$ cat src/touch_acq_pkg.sv
// shared constants and carrier types for the touch acquisition control block
package touch_acq_pkg;

  // register port addressing
  localparam int          ADDR_W         = 5;
  localparam int          DATA_W         = 12;
  localparam logic [4:0]  ADDR_CTRL1     = 5'h01;
  localparam logic [4:0]  ADDR_CTRL2     = 5'h02;
  localparam int          RESULT_SEL_BIT = 4;

  // first control word layout
  localparam int          REF_MODE_BIT   = 11;
  localparam int          CHAN_LSB       = 7;
  localparam int          CHAN_W         = 4;
  localparam logic [11:0] CTRL1_RESET    = 12'h000;

  // second control word layout
  localparam int          POL_BIT        = 3;
  localparam int          DLY_LSB        = 0;
  localparam int          DLY_W          = 2;
  localparam logic [11:0] CTRL2_RESET    = 12'h000;

  // channel codes
  localparam logic [3:0]  CH_XP          = 4'h0;
  localparam logic [3:0]  CH_YP          = 4'h1;
  localparam logic [3:0]  CH_PRESS_B     = 4'h2;
  localparam logic [3:0]  CH_ANC_ONE     = 4'h3;
  localparam logic [3:0]  CH_ANC_TWO     = 4'h4;
  localparam logic [3:0]  CH_ANC_THREE   = 4'h5;
  localparam logic [3:0]  CH_SUPPLY_ONE  = 4'h6;
  localparam logic [3:0]  CH_SUPPLY_TWO  = 4'h7;
  localparam logic [3:0]  CH_THERM_ONE   = 4'h8;
  localparam logic [3:0]  CH_THERM_TWO   = 4'h9;
  localparam logic [3:0]  CH_PRESS_A     = 4'ha;

  // converter input selection (matches the analog mux wiring)
  localparam logic [3:0]  MUX_XP         = 4'h0;
  localparam logic [3:0]  MUX_YP         = 4'h1;
  localparam logic [3:0]  MUX_YM         = 4'h2;

  // timing at 125 MHz
  localparam int          CLK_PERIOD_PS  = 8000;
  localparam int          ACQ_TIME_NS    = 1500;
  localparam int          ACQ_CYCLES     = (ACQ_TIME_NS * 1000 + CLK_PERIOD_PS - 1) / CLK_PERIOD_PS;
  localparam int          CONV_CYCLES    = 13;
  localparam int          DLY_UNIT_US    = 2;
  localparam int          DLY_UNIT_CYCLES =
    (DLY_UNIT_US * 1000000 + CLK_PERIOD_PS - 1) / CLK_PERIOD_PS;
  localparam int          CNT_W          = 16;

  typedef enum logic [1:0] {
    REF_INTERNAL,
    REF_Y_PLATES,
    REF_X_PLATES,
    REF_YP_XM
  } ref_sel_t;

  typedef struct packed {
    logic     yp_to_supply;
    logic     xp_to_supply;
    logic     ym_to_ground;
    logic     xm_to_ground;
    logic [3:0] in_sel;
    ref_sel_t ref_sel;
  } switch_t;

  localparam switch_t SWITCH_IDLE = '{1'b0, 1'b0, 1'b0, 1'b0, 4'h0, REF_INTERNAL};

endpackage : touch_acq_pkg

$ cat src/touch_acquisition_control.sv
// acquisition sequencing and touch screen switch control around the converter
//
// What this block does
// RQ1 - control bit 11 clear selects ratiometric touch reference
// RQ2 - ancillary and supply channels use chip reference
// RQ3 - ratiometric Y: reference across Y plates, sample X+
// RQ4 - single-ended X: excite X plates, sample Y+
// RQ5 - code 1010b runs pressure A into slot 11010b
// RQ6 - code 0010b runs pressure B into slot 10010b
// RQ7 - pressure excites Y+ and X-, samples Y-/X+
// RQ8 - no acquisition starts while inhibit is active
// RQ9 - inhibit aborts acquisition, restarts once released
// RQ10 - polarity bit set means inhibit active high
// RQ11 - polarity bit resets to zero, active low
// RQ12 - inhibit ignored in hold and first delay
// RQ13 - inhibit gating covers every converter channel
// RQ14 - outside holds pin inactive to disable monitoring
// RQ15 - single-ended mode drops excitation after acquisition
// RQ16 - ratiometric mode keeps excitation through conversion
// RQ17 - serial clock also times converter sequencing
// RQ18 - inhibit synchronised two stages, polarity applied after
`timescale 1ns/1ps
module touch_acquisition_control
  import touch_acq_pkg::*;
#(
  parameter int RESULT_W   = 12,
  parameter int ACQ_CNT    = ACQ_CYCLES,
  parameter int CONV_CNT   = CONV_CYCLES,
  parameter int DLY_UNIT   = DLY_UNIT_CYCLES
) (
  // clock (the serial clock, also the converter clock) and reset
  input  wire logic                mclk_in,
  input  wire logic                arst_n_in,
  // register port
  input  wire logic                reg_wr_in,
  input  wire logic                reg_rd_in,
  input  wire logic [ADDR_W-1:0]   reg_addr_in,
  input  wire logic [DATA_W-1:0]   reg_wdata_in,
  output logic      [DATA_W-1:0]   reg_rdata_out,
  output logic                     reg_rvalid_out,
  // lcd noise signal
  input  wire logic                acquisition_inhibit_pin_in,
  // converter core
  input  wire logic [RESULT_W-1:0] adc_result_in,
  output logic                     sample_out,
  output logic                     hold_out,
  output switch_t                  switch_out,
  // status
  output logic                     busy_out,
  output logic                     done_out
);

  initial begin
    if (RESULT_W < 1 || RESULT_W > DATA_W || ACQ_CNT < 1 || CONV_CNT < 1 ||
        DLY_UNIT < 1 || ACQ_CNT >= 2**CNT_W || CONV_CNT >= 2**CNT_W ||
        DLY_UNIT * 3 >= 2**CNT_W) begin
      $error("touch_acquisition_control: parameter out of range");
    end
  end

  typedef enum logic [2:0] {
    ST_IDLE,
    ST_DELAY,
    ST_WAIT,
    ST_ACQ,
    ST_CONV,
    ST_STORE
  } state_t;

  // switch setup for a channel; touch channels follow the reference mode
  function automatic switch_t channel_switches(input logic [3:0] chan, input logic single_end);
    switch_t s;
    s = SWITCH_IDLE;
    s.in_sel = chan;
    case (chan)
      CH_XP: begin
        // y position: y plate excited, x+ sensed
        s.yp_to_supply = 1'b1;
        s.ym_to_ground = 1'b1;
        s.in_sel       = MUX_XP;
        s.ref_sel      = single_end ? REF_INTERNAL : REF_Y_PLATES;  // [RQ1] [RQ3]
      end
      CH_YP: begin
        // x position: x plate excited, y+ sensed
        s.xp_to_supply = 1'b1;                                      // [RQ4]
        s.xm_to_ground = 1'b1;
        s.in_sel       = MUX_YP;
        s.ref_sel      = single_end ? REF_INTERNAL : REF_X_PLATES;  // [RQ1]
      end
      CH_PRESS_A, CH_PRESS_B: begin
        s.yp_to_supply = 1'b1;                                      // [RQ7]
        s.xm_to_ground = 1'b1;
        s.in_sel       = (chan == CH_PRESS_A) ? MUX_YM : MUX_XP;    // [RQ5] [RQ6]
        s.ref_sel      = single_end ? REF_INTERNAL : REF_YP_XM;     // [RQ1]
      end
      default: begin
        s.ref_sel      = REF_INTERNAL;                              // [RQ2]
      end
    endcase
    return s;
  endfunction : channel_switches

  // register state
  logic [DATA_W-1:0] ctrl1_q, ctrl1_d;
  logic [DATA_W-1:0] ctrl2_q, ctrl2_d;
  logic              rd_pend_q, rd_pend_d;
  logic              rd_res_q, rd_res_d;
  logic [DATA_W-1:0] rdata_q, rdata_d;
  logic              rvalid_q, rvalid_d;
  logic [DATA_W-1:0] ctrl_rd_q, ctrl_rd_d;
  logic [RESULT_W-1:0] res_rd_data;

  // sequencer state
  state_t            state_q, state_d;
  logic [CNT_W-1:0]  cnt_q, cnt_d;
  logic [3:0]        chan_q, chan_d;
  logic              single_q, single_d;
  logic              sample_q, sample_d;
  logic              hold_q, hold_d;
  switch_t           sw_q, sw_d;
  logic              done_q, done_d;
  logic              busy_q, busy_d;
  logic              store_wr;

  // inhibit synchroniser: first stage feeds only the second
  logic              inh_meta_q, inh_sync_q;
  logic              inhibit_active;

  always_ff @(posedge mclk_in or negedge arst_n_in) begin
    if (!arst_n_in) begin
      // idle pin level for the reset polarity, so no phantom inhibit after reset
      inh_meta_q <= 1'b1;
      inh_sync_q <= 1'b1;
    end else begin
      inh_meta_q <= acquisition_inhibit_pin_in;                     // [RQ18]
      inh_sync_q <= inh_meta_q;
    end
  end

  // polarity applied after synchronisation so a polarity write never glitches the flops
  assign inhibit_active = ctrl2_q[POL_BIT] ? inh_sync_q : ~inh_sync_q;  // [RQ10] [RQ18]

  // register port: writes, and a read pipeline of fixed two-cycle latency
  always_comb begin
    ctrl1_d   = ctrl1_q;
    ctrl2_d   = ctrl2_q;
    rd_pend_d = 1'b0;
    rd_res_d  = 1'b0;
    ctrl_rd_d = '0;
    rdata_d   = rdata_q;
    rvalid_d  = 1'b0;
    if (reg_wr_in) begin
      if (reg_addr_in == ADDR_CTRL1) begin
        ctrl1_d = reg_wdata_in;
      end else if (reg_addr_in == ADDR_CTRL2) begin
        ctrl2_d = reg_wdata_in;
      end
    end
    if (reg_rd_in) begin
      rd_pend_d = 1'b1;
      if (reg_addr_in[RESULT_SEL_BIT]) begin
        rd_res_d = 1'b1;
      end else if (reg_addr_in == ADDR_CTRL1) begin
        ctrl_rd_d = ctrl1_q;
      end else if (reg_addr_in == ADDR_CTRL2) begin
        ctrl_rd_d = ctrl2_q;
      end else begin
        ctrl_rd_d = '0;
      end
    end
    if (rd_pend_q) begin
      rvalid_d = 1'b1;
      rdata_d  = rd_res_q ? DATA_W'(res_rd_data) : ctrl_rd_q;
    end
  end

  always_ff @(posedge mclk_in or negedge arst_n_in) begin
    if (!arst_n_in) begin
      ctrl1_q   <= CTRL1_RESET;
      ctrl2_q   <= CTRL2_RESET;                                     // [RQ11]
      rd_pend_q <= 1'b0;
      rd_res_q  <= 1'b0;
      ctrl_rd_q <= '0;
      rdata_q   <= '0;
      rvalid_q  <= 1'b0;
    end else begin
      ctrl1_q   <= ctrl1_d;
      ctrl2_q   <= ctrl2_d;
      rd_pend_q <= rd_pend_d;
      rd_res_q  <= rd_res_d;
      ctrl_rd_q <= ctrl_rd_d;
      rdata_q   <= rdata_d;
      rvalid_q  <= rvalid_d;
    end
  end

  // conversion sequencer; a first-word write starts a conversion when idle
  always_comb begin
    state_d  = state_q;
    cnt_d    = cnt_q;
    chan_d   = chan_q;
    single_d = single_q;
    sample_d = 1'b0;
    hold_d   = 1'b0;
    sw_d     = sw_q;
    done_d   = 1'b0;
    store_wr = 1'b0;
    case (state_q)
      ST_IDLE: begin
        sw_d = SWITCH_IDLE;
        if (reg_wr_in && reg_addr_in == ADDR_CTRL1) begin
          chan_d   = reg_wdata_in[CHAN_LSB +: CHAN_W];
          single_d = reg_wdata_in[REF_MODE_BIT];                    // [RQ1]
          sw_d     = channel_switches(reg_wdata_in[CHAN_LSB +: CHAN_W],
                                      reg_wdata_in[REF_MODE_BIT]);
          cnt_d    = CNT_W'(DLY_UNIT * int'(ctrl2_q[DLY_LSB +: DLY_W]));
          state_d  = ST_DELAY;
        end
      end
      ST_DELAY: begin
        // settling time: inhibit not looked at here
        if (cnt_q == '0) begin                                      // [RQ12]
          state_d = ST_WAIT;
        end else begin
          cnt_d = cnt_q - 1'b1;
        end
      end
      ST_WAIT: begin
        // gate is channel independent, so every input is covered
        if (!inhibit_active) begin                                  // [RQ8] [RQ13]
          cnt_d    = CNT_W'(ACQ_CNT - 1);
          sample_d = 1'b1;
          state_d  = ST_ACQ;
        end
      end
      ST_ACQ: begin
        if (inhibit_active) begin
          state_d = ST_WAIT;                                        // [RQ9]
        end else if (cnt_q == '0) begin
          cnt_d   = CNT_W'(CONV_CNT - 1);
          hold_d  = 1'b1;
          state_d = ST_CONV;
          if (single_q) begin
            sw_d.yp_to_supply = 1'b0;                               // [RQ15]
            sw_d.xp_to_supply = 1'b0;
            sw_d.ym_to_ground = 1'b0;
            sw_d.xm_to_ground = 1'b0;
          end
        end else begin
          cnt_d    = cnt_q - 1'b1;
          sample_d = 1'b1;
        end
      end
      ST_CONV: begin
        // hold phase: inhibit ignored, excitation kept in ratiometric mode
        if (cnt_q == '0) begin                                      // [RQ12] [RQ16]
          state_d = ST_STORE;
        end else begin
          cnt_d  = cnt_q - 1'b1;
          hold_d = 1'b1;
        end
      end
      ST_STORE: begin
        store_wr = 1'b1;                                            // [RQ5] [RQ6]
        done_d   = 1'b1;
        sw_d     = SWITCH_IDLE;
        state_d  = ST_IDLE;
      end
      default: begin
        state_d = ST_IDLE;
      end
    endcase
    busy_d = (state_d != ST_IDLE);
  end

  // all sequencing runs on the serial clock
  always_ff @(posedge mclk_in or negedge arst_n_in) begin            // [RQ17]
    if (!arst_n_in) begin
      state_q  <= ST_IDLE;
      cnt_q    <= '0;
      chan_q   <= '0;
      single_q <= 1'b0;
      sample_q <= 1'b0;
      hold_q   <= 1'b0;
      sw_q     <= SWITCH_IDLE;
      done_q   <= 1'b0;
      busy_q   <= 1'b0;
    end else begin
      state_q  <= state_d;
      cnt_q    <= cnt_d;
      chan_q   <= chan_d;
      single_q <= single_d;
      sample_q <= sample_d;
      hold_q   <= hold_d;
      sw_q     <= sw_d;
      done_q   <= done_d;
      busy_q   <= busy_d;
    end
  end

  // result slot index is the channel code; read address is 1 followed by it
  result_store #(
    .WIDTH (RESULT_W),
    .DEPTH (16)
  ) u_results (
    .mclk_in     (mclk_in),
    .arst_n_in   (arst_n_in),
    .wr_in       (store_wr),
    .wr_addr_in  (chan_q),
    .wr_data_in  (adc_result_in),
    .rd_addr_in  (reg_addr_in[3:0]),
    .rd_data_out (res_rd_data)
  );

  assign reg_rdata_out  = rdata_q;
  assign reg_rvalid_out = rvalid_q;
  assign sample_out     = sample_q;
  assign hold_out       = hold_q;
  assign switch_out     = sw_q;
  assign busy_out       = busy_q;
  assign done_out       = done_q;

endmodule : touch_acquisition_control

$ cat src/result_store.sv
// result slot memory with registered read data
`timescale 1ns/1ps
module result_store #(
  parameter int WIDTH = 12,
  parameter int DEPTH = 16
) (
  // clock and reset
  input  wire logic                     mclk_in,
  input  wire logic                     arst_n_in,
  // write side
  input  wire logic                     wr_in,
  input  wire logic [$clog2(DEPTH)-1:0] wr_addr_in,
  input  wire logic [WIDTH-1:0]         wr_data_in,
  // read side
  input  wire logic [$clog2(DEPTH)-1:0] rd_addr_in,
  output logic      [WIDTH-1:0]         rd_data_out
);

  logic [WIDTH-1:0] mem_q [DEPTH];

  initial begin
    if (WIDTH < 1 || DEPTH < 2) begin
      $error("result_store: bad geometry");
    end
  end

  // storage carries no reset; a slot reads unknown until its first write
  always_ff @(posedge mclk_in) begin
    if (wr_in) begin
      mem_q[wr_addr_in] <= wr_data_in;
    end
  end

  always_ff @(posedge mclk_in or negedge arst_n_in) begin
    if (!arst_n_in) begin
      rd_data_out <= '0;
    end else begin
      rd_data_out <= mem_q[rd_addr_in];
    end
  end

endmodule : result_store

$ cat config.mk
export PLATFORM = sky130hd
export DESIGN_NAME = touch_acquisition_control
export DESIGN_NICKNAME = d
export VERILOG_FILES = /design/src/touch_acq_pkg.sv /design/src/touch_acquisition_control.sv /design/src/result_store.sv
export SDC_FILE = /design/constraint.sdc
export NUM_CORES = 1
export LEC_CHECK = 0
export ABC_AREA = 1
export BUFFER_PORTS_ARGS = -buffer_cell sky130_fd_sc_hd__buf_4
export CORE_ASPECT_RATIO = 0.7
export CORE_MARGIN = 5
export CORE_UTILIZATION = 55
export CTS_CLUSTER_SIZE = 10
export DETAILED_ROUTE_END_ITERATION = 10
export GPL_TIMING_DRIVEN = 0
export PLACE_DENSITY = 0.83
export SYNTH_ARGS = -nofsm -noshare
export SYNTH_HDL_FRONTEND = slang
export SYNTH_SLANG_ARGS = --single-unit
$ cat constraint.sdc
create_clock -name mclk_in -period 1.64 [get_ports mclk_in]
set_input_delay 0.328 -clock mclk_in [delete_from_list [all_inputs] [get_ports mclk_in]]
set_output_delay 0.328 -clock mclk_in [all_outputs]
set_load 0.005 [all_outputs]
==> results.txt, run 1 <==
leading area contributor after synthesis: edfxtp_1
Critical Path Max Stage Delay: 0.45 ns
worst slack at placement: -0.844 ns
outcome: finished with violations
row count: 45
synth warn: 0
core area: 21700 um^2
clk slew on worst S/H paths: 0.06 ns
slew margin rel.: 53.6%
Max-cap violations: 0
Hold EP: ctrl1_q[6]
GP Congestion: 0.937
Commonest cells post-synth: 221 x nand2_1, 192 x edfxtp_1, 174 x nor2_1, 144 x o21ai_0, 101 x dfrtp_1
Setup crit start kind: register
port bufs: 58
largest net degree at the start of global routing: 104
Cell Area, Placed: 12900 um^2
part of the Yosys area used for sequential elements: 68.7%
clk_lat worst skew: 0.53 ns
CP required: 2.05 ns
vias per cell: 6.36
post-synthesis cell count: 1111
Hold Crit Start: reg_wdata_in[6]
Final nets: 1289
overall routing resource usage: 27.3%
Final Setup Violations: 14
fillers: 1378
DRC: 0
most common cell in the netlist: nand2_1
syn nets: 1149
DRT iter0 DRCs: 1619
Die Ht: 134 um
share of the synthesized area in the top cell type: 47.5%
Layout area overhead: 22.1%
Final Cell Area: 14800 um^2
clock net sink count: 295
worst path cell trace: nor2_4, nand2_4, nor2_4, nand3_1, nor2_2, a21oi_1, nand2_1, nand2_1
Post-Route WL: 36.4 mm
min-delay worst type: primary input to register
power per cell area: 1330 nW/um^2
CTS Root Buffer Type: clkbuf_16
Max IR drop VDD: 0.719 mV
Via Count: 9874
Setup CP Type: register to register
violations in the final reports: setup timing
Detail Route Antenna Nets: 0
Initial Util: 56.0%
die area: 25200 um^2
Post-Syn Area: 12100 um^2
Highest Clock Rate: 560 MHz
antenna cells: 0
number of CTS-inserted buffers: 35
Hold Path Cell Cnt: 3
initial antenna violation count: 0
Crit Path Max Fanout: 4
count of cell types in the netlist: 37
vias in the first global route: 9466
WL/cell: 23.5 um
main flop type after synthesis: edfxtp_1
drt pass-1 iters: 8
WP buf/inv: 0
final worst slack: -0.145 ns
Levels on crit path: 8
Worst Skew: 0.0309 ns
crit path DAT: 2.19 ns
DIE WIDTH: 188 um
DP HPWL: 19.9 mm
H-Tree Depth: 2
Tcrit/Tclk final: 109%
Lkg Pwr: 0.00582 uW
CTS Buffer Depth: 3
Async S/R FF share, synth: 34.9%
family with the most delay on the worst path: simple AND/OR/NAND/NOR gates
FF-to-FF Start: cnt_q[2]
Avg Cell Area, Syn: 10.9 um^2
remaining global-route overflow: 0
top post-synthesis cells by area: edfxtp_1 47%, dfrtp_1 21%, nand2_1 6.8%
Slowest-stage cell, CP: dfrtp_1
post-route minimum period: 1.79 ns
Setup crit end kind: register
R2R Setup Slk: -0.15 ns
RSZ-0062 raised after global routing: yes
fin. max-slew vios: 0
worst r2r path cells: 8
# IOs: 61
first-pass GRT wire length: 53.2 mm
Post-synth EDFFs: 192
register bit total from synthesis: 295
Worst-Margin Slew: 0.696 ns
layout cell share with drive strength beyond 1: 17.6%
endpoints failing hold: 0
reg2reg end: switch_out[7]
launch point of the worst path: cnt_q[2]
CTS tree: built
==> cells in the final DEF, fill, tap and decap left out, types with 4 or more instances in the layout <==
cell type	synthesis	routed
nand2_1	221	218
o211ai_1	12	12
clkbuf_16	0	36
o21ai_0	144	143
xor2_1	6	6
a31oi_1	12	12
inv_1	51	48
edfxtp_1	192	192
o22ai_1	25	25
buf_12	0	14
nand3_2	1	4
nand4_1	8	8
clkbuf_1	38	53
nand3_1	50	43
o221ai_1	12	12
nor2_2	1	6
dfrtp_1	101	95
nand3_4	2	6
nor2_1	174	147
a21oi_1	14	14
nor2_4	4	26
inv_2	3	4
o21ai_1	5	6
dfrtp_2	0	6
buf_4	1	80
buf_6	3	9
nand2_2	5	4
nand2_4	1	5
buf_2	8	7
==> flip-flops by register name, summed over array words and instances (netlist names) <==
register and cells:
rd_pend_q 1, switch_out 10, busy_out 1, ctrl1_q 12
inh_sync_q 1, ctrl2_q 12, chan_q 4, cnt_q 16
reg_rdata_out 12, ctrl_rd_q 12, inh_meta_q 1, hold_out 1
u_results.mem_q 192, u_results.rd_data_out 12, reg_rvalid_out 1, state_q 3
done_out 1, sample_out 1, rd_res_q 1, single_q 1
==> worst reg2reg max path: stages, from the launching register on <==
cell and delay (ns):
dfrtp_1 0.45, nor2_4 0.18, nand2_4 0.10, nor2_4 0.17, nand3_1 0.15, nor2_2 0.20, a21oi_1 0.20, nand2_1 0.15
nand2_1 0.07
==> routing by layer <==
metal | GRT usage, % | up-vias | wire length [um]
met3 | 8.95 | 166 | 5190
met4 | 11.4 | 0 | 1590
li1 | - | 4126 | -
met1 | 36.1 | 4694 | 13000
met5 | 0 | - | 0
met2 | 42.1 | 888 | 16600
==> area by class of cell <==
type                            instances  area (um^2)  area share [%]
Tap cell                              282          353            2.38
Inverter                               55          216            1.46
Sequential cell                       295         8350            56.3
Multi-Input combinational cell        711         3650            24.6
Buffer                                 50          236            1.59
Timing Repair Buffer                  103          998            6.73
Clock buffer                           53          965            6.51
Clock inverter                          3         55.1           0.371
==> per-stage QoR <==
| stage | std cells | utilization [%] | setup TNS [ns] | hold WS (ns) | power [uW] |
|---|---|---|---|---|---|
| floorplan | 1111 | - | -16.36 | 0.0324 | 10700 |
| global placement | 1451 | 59.7 | -131.42 | 0.349 | 11600 |
| detailed placement | 1451 | 59.7 | -147.97 | 0.350 | 11700 |
| CTS | 1536 | 67.3 | 0 | 0.00805 | 19000 |
| global route | 1552 | 68.4 | -2.44 | 0.0345 | 20400 |
| finish | 1552 | 68.4 | -0.855 | 0.0465 | 19700 |
==> logic make-up (layout without fill, tap and decap cells) <==
logic type / Yosys count / after routing / synth area share, %
simple gates: 472 / 472 / 16.3
flops: 295 / 295 / 68.7
compound gates: 225 / 225 / 10.3
buf+inv: 105 / 264 / 3.56
xor+xnor: 9 / 9 / 0.649
fa+ha+maj: 4 / 4 / 0.412
mux: 1 / 1 / 0.0927
==> worst max-delay path by stage <==
stage / slack, ns / end
detailed placement: -0.84 / u_results.mem_q[12][4]
global route: -0.21 / switch_out[7]
floorplan: -0.09 / u_results.mem_q[0][0]
finish: -0.15 / switch_out[7]
CTS: 0.002 / cnt_q[9]
global placement: -0.73 / u_results.mem_q[3][2]
==> where the power goes <==
part / total [uW] / internal, uW / switching, uW / leakage [uW]
sequential: 8810 / 8360 / 452 / 0.00303
clock: 7220 / 4200 / 3010 / 0.000489
combinational: 3700 / 1280 / 2410 / 0.00230
==> timing repair <==
action,CTS,global route
setup endpoints to repair,217,223
buffers inserted,27,14
hold buffers,2,1
hold endpoints to repair,2,101
pin swaps,21,20
gates resized for setup,59,35
gates cloned,0,0
Power figures use the tool's default switching activity.
==> run 2, diff against run 1 <==
CELL_PAD_IN_SITES_DETAIL_PLACEMENT = 0   (was not set)
CELL_PAD_IN_SITES_GLOBAL_PLACEMENT = 1   (was not set)
CORE_UTILIZATION = 49   (was 55)
HOLD_SLACK_MARGIN = 0.03   (was not set)
PLACE_DENSITY = 0.86   (was 0.83)
clock period = 1.99 ns   (was 1.64 ns; I/O delays follow)
==> results.txt, run 2 (same netlist as run 1, synthesis figures left out) <==
WL/cell: 20.4 um (-13%)
Max IR drop VDD: 0.665 mV (-7.5%)
drt pass-1 iters: 7 (-1)
Highest Clock Rate: 520 MHz (-7.2%)
core area: 24500 um^2 (+13%)
DIE WIDTH: 198 um (+5.6%)
worst path cell trace: nand3_1, inv_2, nand3_2, nor2_4, buf_12
CTS tree: built
clock net sink count: 295 (unchanged)
fillers: 1975 (+43%)
Final nets: 1271 (-1.4%)
Via Count: 8925 (-9.6%)
CP required: 2.19 ns (+0.14 ns)
Critical Path Max Stage Delay: 0.47 ns (+0.02 ns)
Final Setup Violations: 0 (-14)
outcome: finished clean
Crit Path Max Fanout: 12 (+8)
Die Ht: 142 um (+5.5%)
Setup crit end kind: register
Worst Skew: 0.0179 ns (-0.0130 ns)
number of CTS-inserted buffers: 35 (unchanged)
min-delay worst type: primary input to register
power per cell area: 1060 nW/um^2 (-20%)
clk_lat worst skew: 0.50 ns (-0.03 ns)
row count: 48 (+6.7%)
fin. max-slew vios: 0 (unchanged)
GP Congestion: 0.865 (-7.6%)
vias in the first global route: 8649 (-8.6%)
largest reg by FF count: u_results.mem_q
Setup crit start kind: register
Lkg Pwr: 0.00570 uW (-2.1%)
Tcrit/Tclk final: 96.7% (-12 points)
layout cell share with drive strength beyond 1: 14.4% (-3.1 points)
initial antenna violation count: 0 (unchanged)
final core utilization: 59.4% (-9.0 points)
Worst-Margin Slew: 0.645 ns (-0.0504 ns)
# IOs: 61 (unchanged)
commonest non-fill, non-tap cell in the layout: nand2_1
H-Tree Depth: 2 (unchanged)
worst slack at placement: -0.670 ns (+0.173 ns)
Setup CP Type: register to register
antenna cells: 0 (unchanged)
Layout area overhead: 19.9%
port bufs: 58 (unchanged)
hold slack: 0.112 ns (+0.0656 ns)
RSZ-0062 raised after global routing: no
die area: 28100 um^2 (+11%)
slew margin rel.: 57.0% (+3.4 points)
Multi-input gate area: 3540 um^2 (-3.0%)
top flop regs: u_results.mem_q x192, cnt_q x16
final worst slack: 0.0658 ns (+0.211 ns)
DRC: 0 (unchanged)
Initial Util: 49.6% (-6.5 points)
first-pass GRT wire length: 49.5 mm (-7.0%)
remaining global-route overflow: 0 (unchanged)
largest net degree at the start of global routing: 104 (unchanged)
DRT iter0 DRCs: 1083 (-33%)
Max-cap violations: 0 (unchanged)
max reg flops: 192 (unchanged)
register area: 8350 um^2 (about the same)
Post-Route WL: 32.1 mm (-12%)
Detail Route Antenna Nets: 0 (unchanged)
post-route minimum period: 1.92 ns (+0.139 ns)
most frequent cells in the layout: 221 x nand2_1, 192 x edfxtp_1, 157 x nor2_1
R2R Setup Slk: 0.07 ns (+0.21 ns)
CTS Root Buffer Type: clkbuf_16
CTS Buffer Depth: 3 (unchanged)
vias per cell: 5.68 (-11%)
clk slew on worst S/H paths: 0.06 ns (about the same)
endpoints failing hold: 0 (unchanged)
crit path DAT: 2.12 ns (-0.07 ns)
Slowest-stage cell, CP: dfrtp_1
overall routing resource usage: 23.0% (-4.3 points)
DP HPWL: 20.4 mm (+2.2%)
## run 2: through the flow
step	power [uW]	instances	TNS, ns	instance area, um^2
final	15500	1571	0	14600
after global routing	16200	1571	0	14600
after CTS	15400	1569	-6.62	14500
after detailed placement	9670	1494	-104.13	13000
after global placement	9640	1494	-91.37	13000
after floorplan	8840	1111	0	12100
## run 2: layout make-up
cell class                      instances  area share (%)
Multi-Input combinational cell        711            24.3
Timing Repair Buffer                   85            5.71
Inverter                               55            1.44
Clock inverter                          1           0.206
Tap cell                              325            2.79
Sequential cell                       295            57.3
Buffer                                 50            1.56
Clock buffer                           49            6.67
## run 2: final timing paths
check | to | from | cells past startpoint
worst max register to register | u_results.mem_q[9][8] | state_q[2] | 5
worst max-delay path | u_results.mem_q[9][8] | state_q[2] | 5
worst min-delay path | ctrl1_q[6] | reg_wdata_in[6] | 3
max in group asynchronous | cnt_q[14] | arst_n_in | 3
worst min register to register | inh_sync_q | inh_meta_q | 0
min in group asynchronous | ctrl2_q[5] | arst_n_in | 2
## run 2: routing by layer
layer | track usage [%] | share of wire (%)
met2 | 32.1 | 42
met5 | 0 | 0
met1 | 36.1 | 44
met3 | 4.68 | 11
met4 | 7.24 | 2.9
## run 2: power by group
group          internal (uW)  switching, uW  total [uW]
clock                   3480           2300        5770
sequential              6880            280        7160
combinational            842           1700        2550
total                  11200           4280       15500
## run 2: worst max-delay path, delay by kind of cell, from the launching register on
| kind | cells | cell delay (ns) |
|---|---|---|
| flip-flops | 1 | 0.47 |
| buffers and inverters | 2 | 0.39 |
| AND/OR/NAND/NOR | 3 | 0.74 |
## run 2: timing repair
item	in CTS	in global routing
buffers inserted	23	0
pin swaps	16	0
endpoints found under the hold margin	2	19
hold buffers	2	1
resized for setup	34	11
setup endpoints to repair	205	211
==> run 3, diff against run 2 <==
ABC_AREA = 0   (was 1)
CORE_MARGIN = 4   (was 5)
CORE_UTILIZATION = 52   (was 49)
==> results.txt, run 3 <==
outcome: finished with violations
violations in the final reports: setup timing
highest metal used: met5
port bufs: 57 (-1.7%)
hold slack: 0.133 ns (+0.0207 ns)
die area: 25400 um^2 (-9.4%)
register bit total from synthesis: 295 (unchanged)
number of CTS-inserted buffers: 35 (unchanged)
Tcrit/Tclk final: 106% (+9.6 points)
Comb power frac: 21.4% (+5.0 points)
fin. max-slew vios: 0 (unchanged)
switching fraction of total power: 28.3% (+0.64 points)
post-synthesis cell count: 709 (-36%)
most common cell in the netlist: edfxtp_1
remaining global-route overflow: 0 (unchanged)
# IOs: 61 (unchanged)
Final Setup Violations: 18 (+18)
DRC: 0 (unchanged)
power per cell area: 1110 nW/um^2 (+4.8%)
Final nets: 902 (-29%)
most frequent cells in the layout: 192 x edfxtp_1, 98 x dfrtp_1, 95 x buf_4
clk slew on worst S/H paths: 0.06 ns (about the same)
Setup CP Type: register to register
WL/cell: 26.0 um (+27%)
overall routing resource usage: 24.2% (+1.2 points)
part of the Yosys area used for sequential elements: 70.0% (+1.3 points)
Worst Skew: 0.0155 ns (-0.00243 ns)
Initial Util: 52.7% (+3.1 points)
cell repeated most along the worst path: buf_6
GP Congestion: 0.891 (+3.0%)
Critical Path Max Stage Delay: 0.39 ns (-0.08 ns)
antenna cells: 0 (unchanged)
top post-synthesis cells by area: edfxtp_1 48%, dfrtp_1 21%, mux4_2 11%
leading area contributor after synthesis: edfxtp_1
share of the synthesized area in the top cell type: 48.4% (+0.91 points)
Max-cap violations: 0 (unchanged)
Met1 Wirelength: 12.2 mm (-14%)
CTS Buffer Depth: 3 (unchanged)
CP required: 2.38 ns (+0.19 ns)
crit path DAT: 2.50 ns (+0.38 ns)
top flop regs: u_results.mem_q x192, cnt_q x16
slew margin rel.: 34.7% (-22 points)
Setup crit start kind: register
CTS Root Buffer Type: clkbuf_16
metal2 WL: 14.6 mm (+7.0%)
clock net sink count: 295 (unchanged)
Max IR drop VDD: 0.558 mV (-16%)
RSZ-0062 raised after global routing: yes
Non-Filler Instances: 1193 (-24%)
DIE WIDTH: 189 um (-4.7%)
Crit Path Max Fanout: 5 (-7)
P_sw: 4660 uW (+8.9%)
Lkg Pwr: 0.00544 uW (-4.4%)
CTS tree: built
min-delay worst type: primary input to register
Slowest-stage cell, CP: o311ai_4
Async S/R FF share, synth: 34.9% (unchanged)
met3 wire len: 3.34 mm (-2.1%)
Final Cell Area: 14800 um^2 (+1.6%)
drt pass-1 iters: 5 (-2)
Power Total: 16500 uW (+6.4%)
Post-Route WL: 31.0 mm (-3.4%)
Avg Cell Area, Syn: 16.8 um^2 (+54%)
Worst-Margin Slew: 0.979 ns (+0.334 ns)
Highest Clock Rate: 473 MHz (-9.1%)
synth warn: 0 (unchanged)
count of cell types in the netlist: 67 (+81%)
design internal power: 11800 uW (+5.5%)
largest net degree at the start of global routing: 104 (unchanged)
vias in the first global route: 7535 (-13%)
syn nets: 747 (-35%)
initial antenna violation count: 3 (+3)
core area: 22600 um^2 (-7.7%)
Via Count: 7435 (-17%)
Layout area overhead: 24.1%
largest reg by FF count: u_results.mem_q
main flop type after synthesis: edfxtp_1
first-pass GRT wire length: 46.1 mm (-6.9%)
DRT iter0 DRCs: 877 (-19%)
DP HPWL: 18.0 mm (-11%)
post-route minimum period: 2.12 ns (+0.192 ns)
Post-synth EDFFs: 192 (unchanged)
row count: 46 (-4.2%)
layout cell share with drive strength beyond 1: 36.9% (+22 points)
commonest non-fill, non-tap cell in the layout: edfxtp_1
Clk pwr share: 34.1% (-3.2 points)
Post-Syn Area: 11900 um^2 (-1.9%)
R2R Setup Slk: -0.13 ns (-0.19 ns)
final worst slack: -0.126 ns (-0.192 ns)
max reg flops: 192 (unchanged)
endpoints failing hold: 0 (unchanged)
sequential share of power: 44.5% (-1.8 points)
Detail Route Antenna Nets: 0 (unchanged)
Cell Area, Placed: 12800 um^2 (-1.6%)
clk_lat worst skew: 0.51 ns (about the same)
Setup crit end kind: register
dpl cells: 1078 (-28%)
Commonest cells post-synth: 192 x edfxtp_1, 101 x dfrtp_1, 60 x mux4_2, 55 x nor2_1, 37 x nand2_1
Die Ht: 135 um (-5.0%)
family with the most delay on the worst path: compound AO/OA/AOI/OAI gates
H-Tree Depth: 2 (unchanged)
worst path cell trace: inv_2, ha_4, nor4b_4, and4_1, buf_6, o311ai_4, buf_6, o21ai_2, a32o_1
WP buf/inv: 3 (+1)
vias per cell: 6.23 (+9.7%)
## run 3: worst reg2reg max path: cells and delay by family (launching register included)
kind	cells	cell delay, ns
compound gates	3	0.68
buf+inv	3	0.41
simple gates	2	0.38
flops	1	0.36
fa+ha+maj	1	0.16
## run 3: layout make-up
cell class	instances	area [um^2]
clock inverters	2	32.5
fillers	1496	7830
inverters	11	46.3
clock buffers	52	961
repair buffers	120	1170
flip-flops and latches	295	8350
plain buffers	33	174
well taps	312	390
multi-input cells	368	3670
## run 3: repair_timing
action                                  in CTS  in global routing
gates resized for setup                     64                 26
endpoints found under the setup margin     217                193
hold buffers                                 2                  1
gates cloned                                 5                  0
pin swaps                                   36                 27
hold endpoints to repair                     2                  9
buffers inserted                            39                 16
## run 3: logic make-up after synthesis
kind of cell / Yosys count / share of synthesized area, %
AO/OA/AOI/OAI: 102 / 5.95
buffers and inverters: 47 / 1.87
AND/OR/NAND/NOR: 162 / 6.88
adder cells (fa/ha/maj): 4 / 0.420
flip-flops: 295 / 70.0
multiplexers: 97 / 14.7
XOR/XNOR: 2 / 0.147
## run 3: power groups by stage
stage	Sequential, uW	Clock (uW)	Combinational, uW
floorplan	7270	0	1890
global placement	7330	0	2560
detailed placement	7360	0	2660
CTS	7260	5690	3280
global route	7370	5980	3750
finish	7330	5620	3520
## run 3: worst paths after layout
kind / from / to / cells after the start
max in group asynchronous: arst_n_in / state_q[1] / 3
worst min-delay path: reg_wdata_in[11] / switch_out[1] / 2
worst max register to register: cnt_q[0] / cnt_q[3] / 9
min in group asynchronous: arst_n_in / cnt_q[10] / 2
worst max-delay path: cnt_q[0] / cnt_q[3] / 9
worst min register to register: inh_meta_q / inh_sync_q / 0
## run 3: stage by stage
stage               setup TNS [ns]  util (%)  worst slack, ns
floorplan                 -0.00574         -        -0.000478
global placement           -106.92      56.5           -0.617
detailed placement         -121.14      56.5           -0.672
CTS                         -11.01      64.1           -0.306
global route                 -2.99      65.4           -0.193
finish                       -1.31      65.4           -0.126
## run 3: per-layer routing
metal	GRT usage [%]	up-vias
li1	-	3093
met1	33.6	3772
met2	37.8	487
met3	7.70	79
met4	6.72	4
met5	0	-
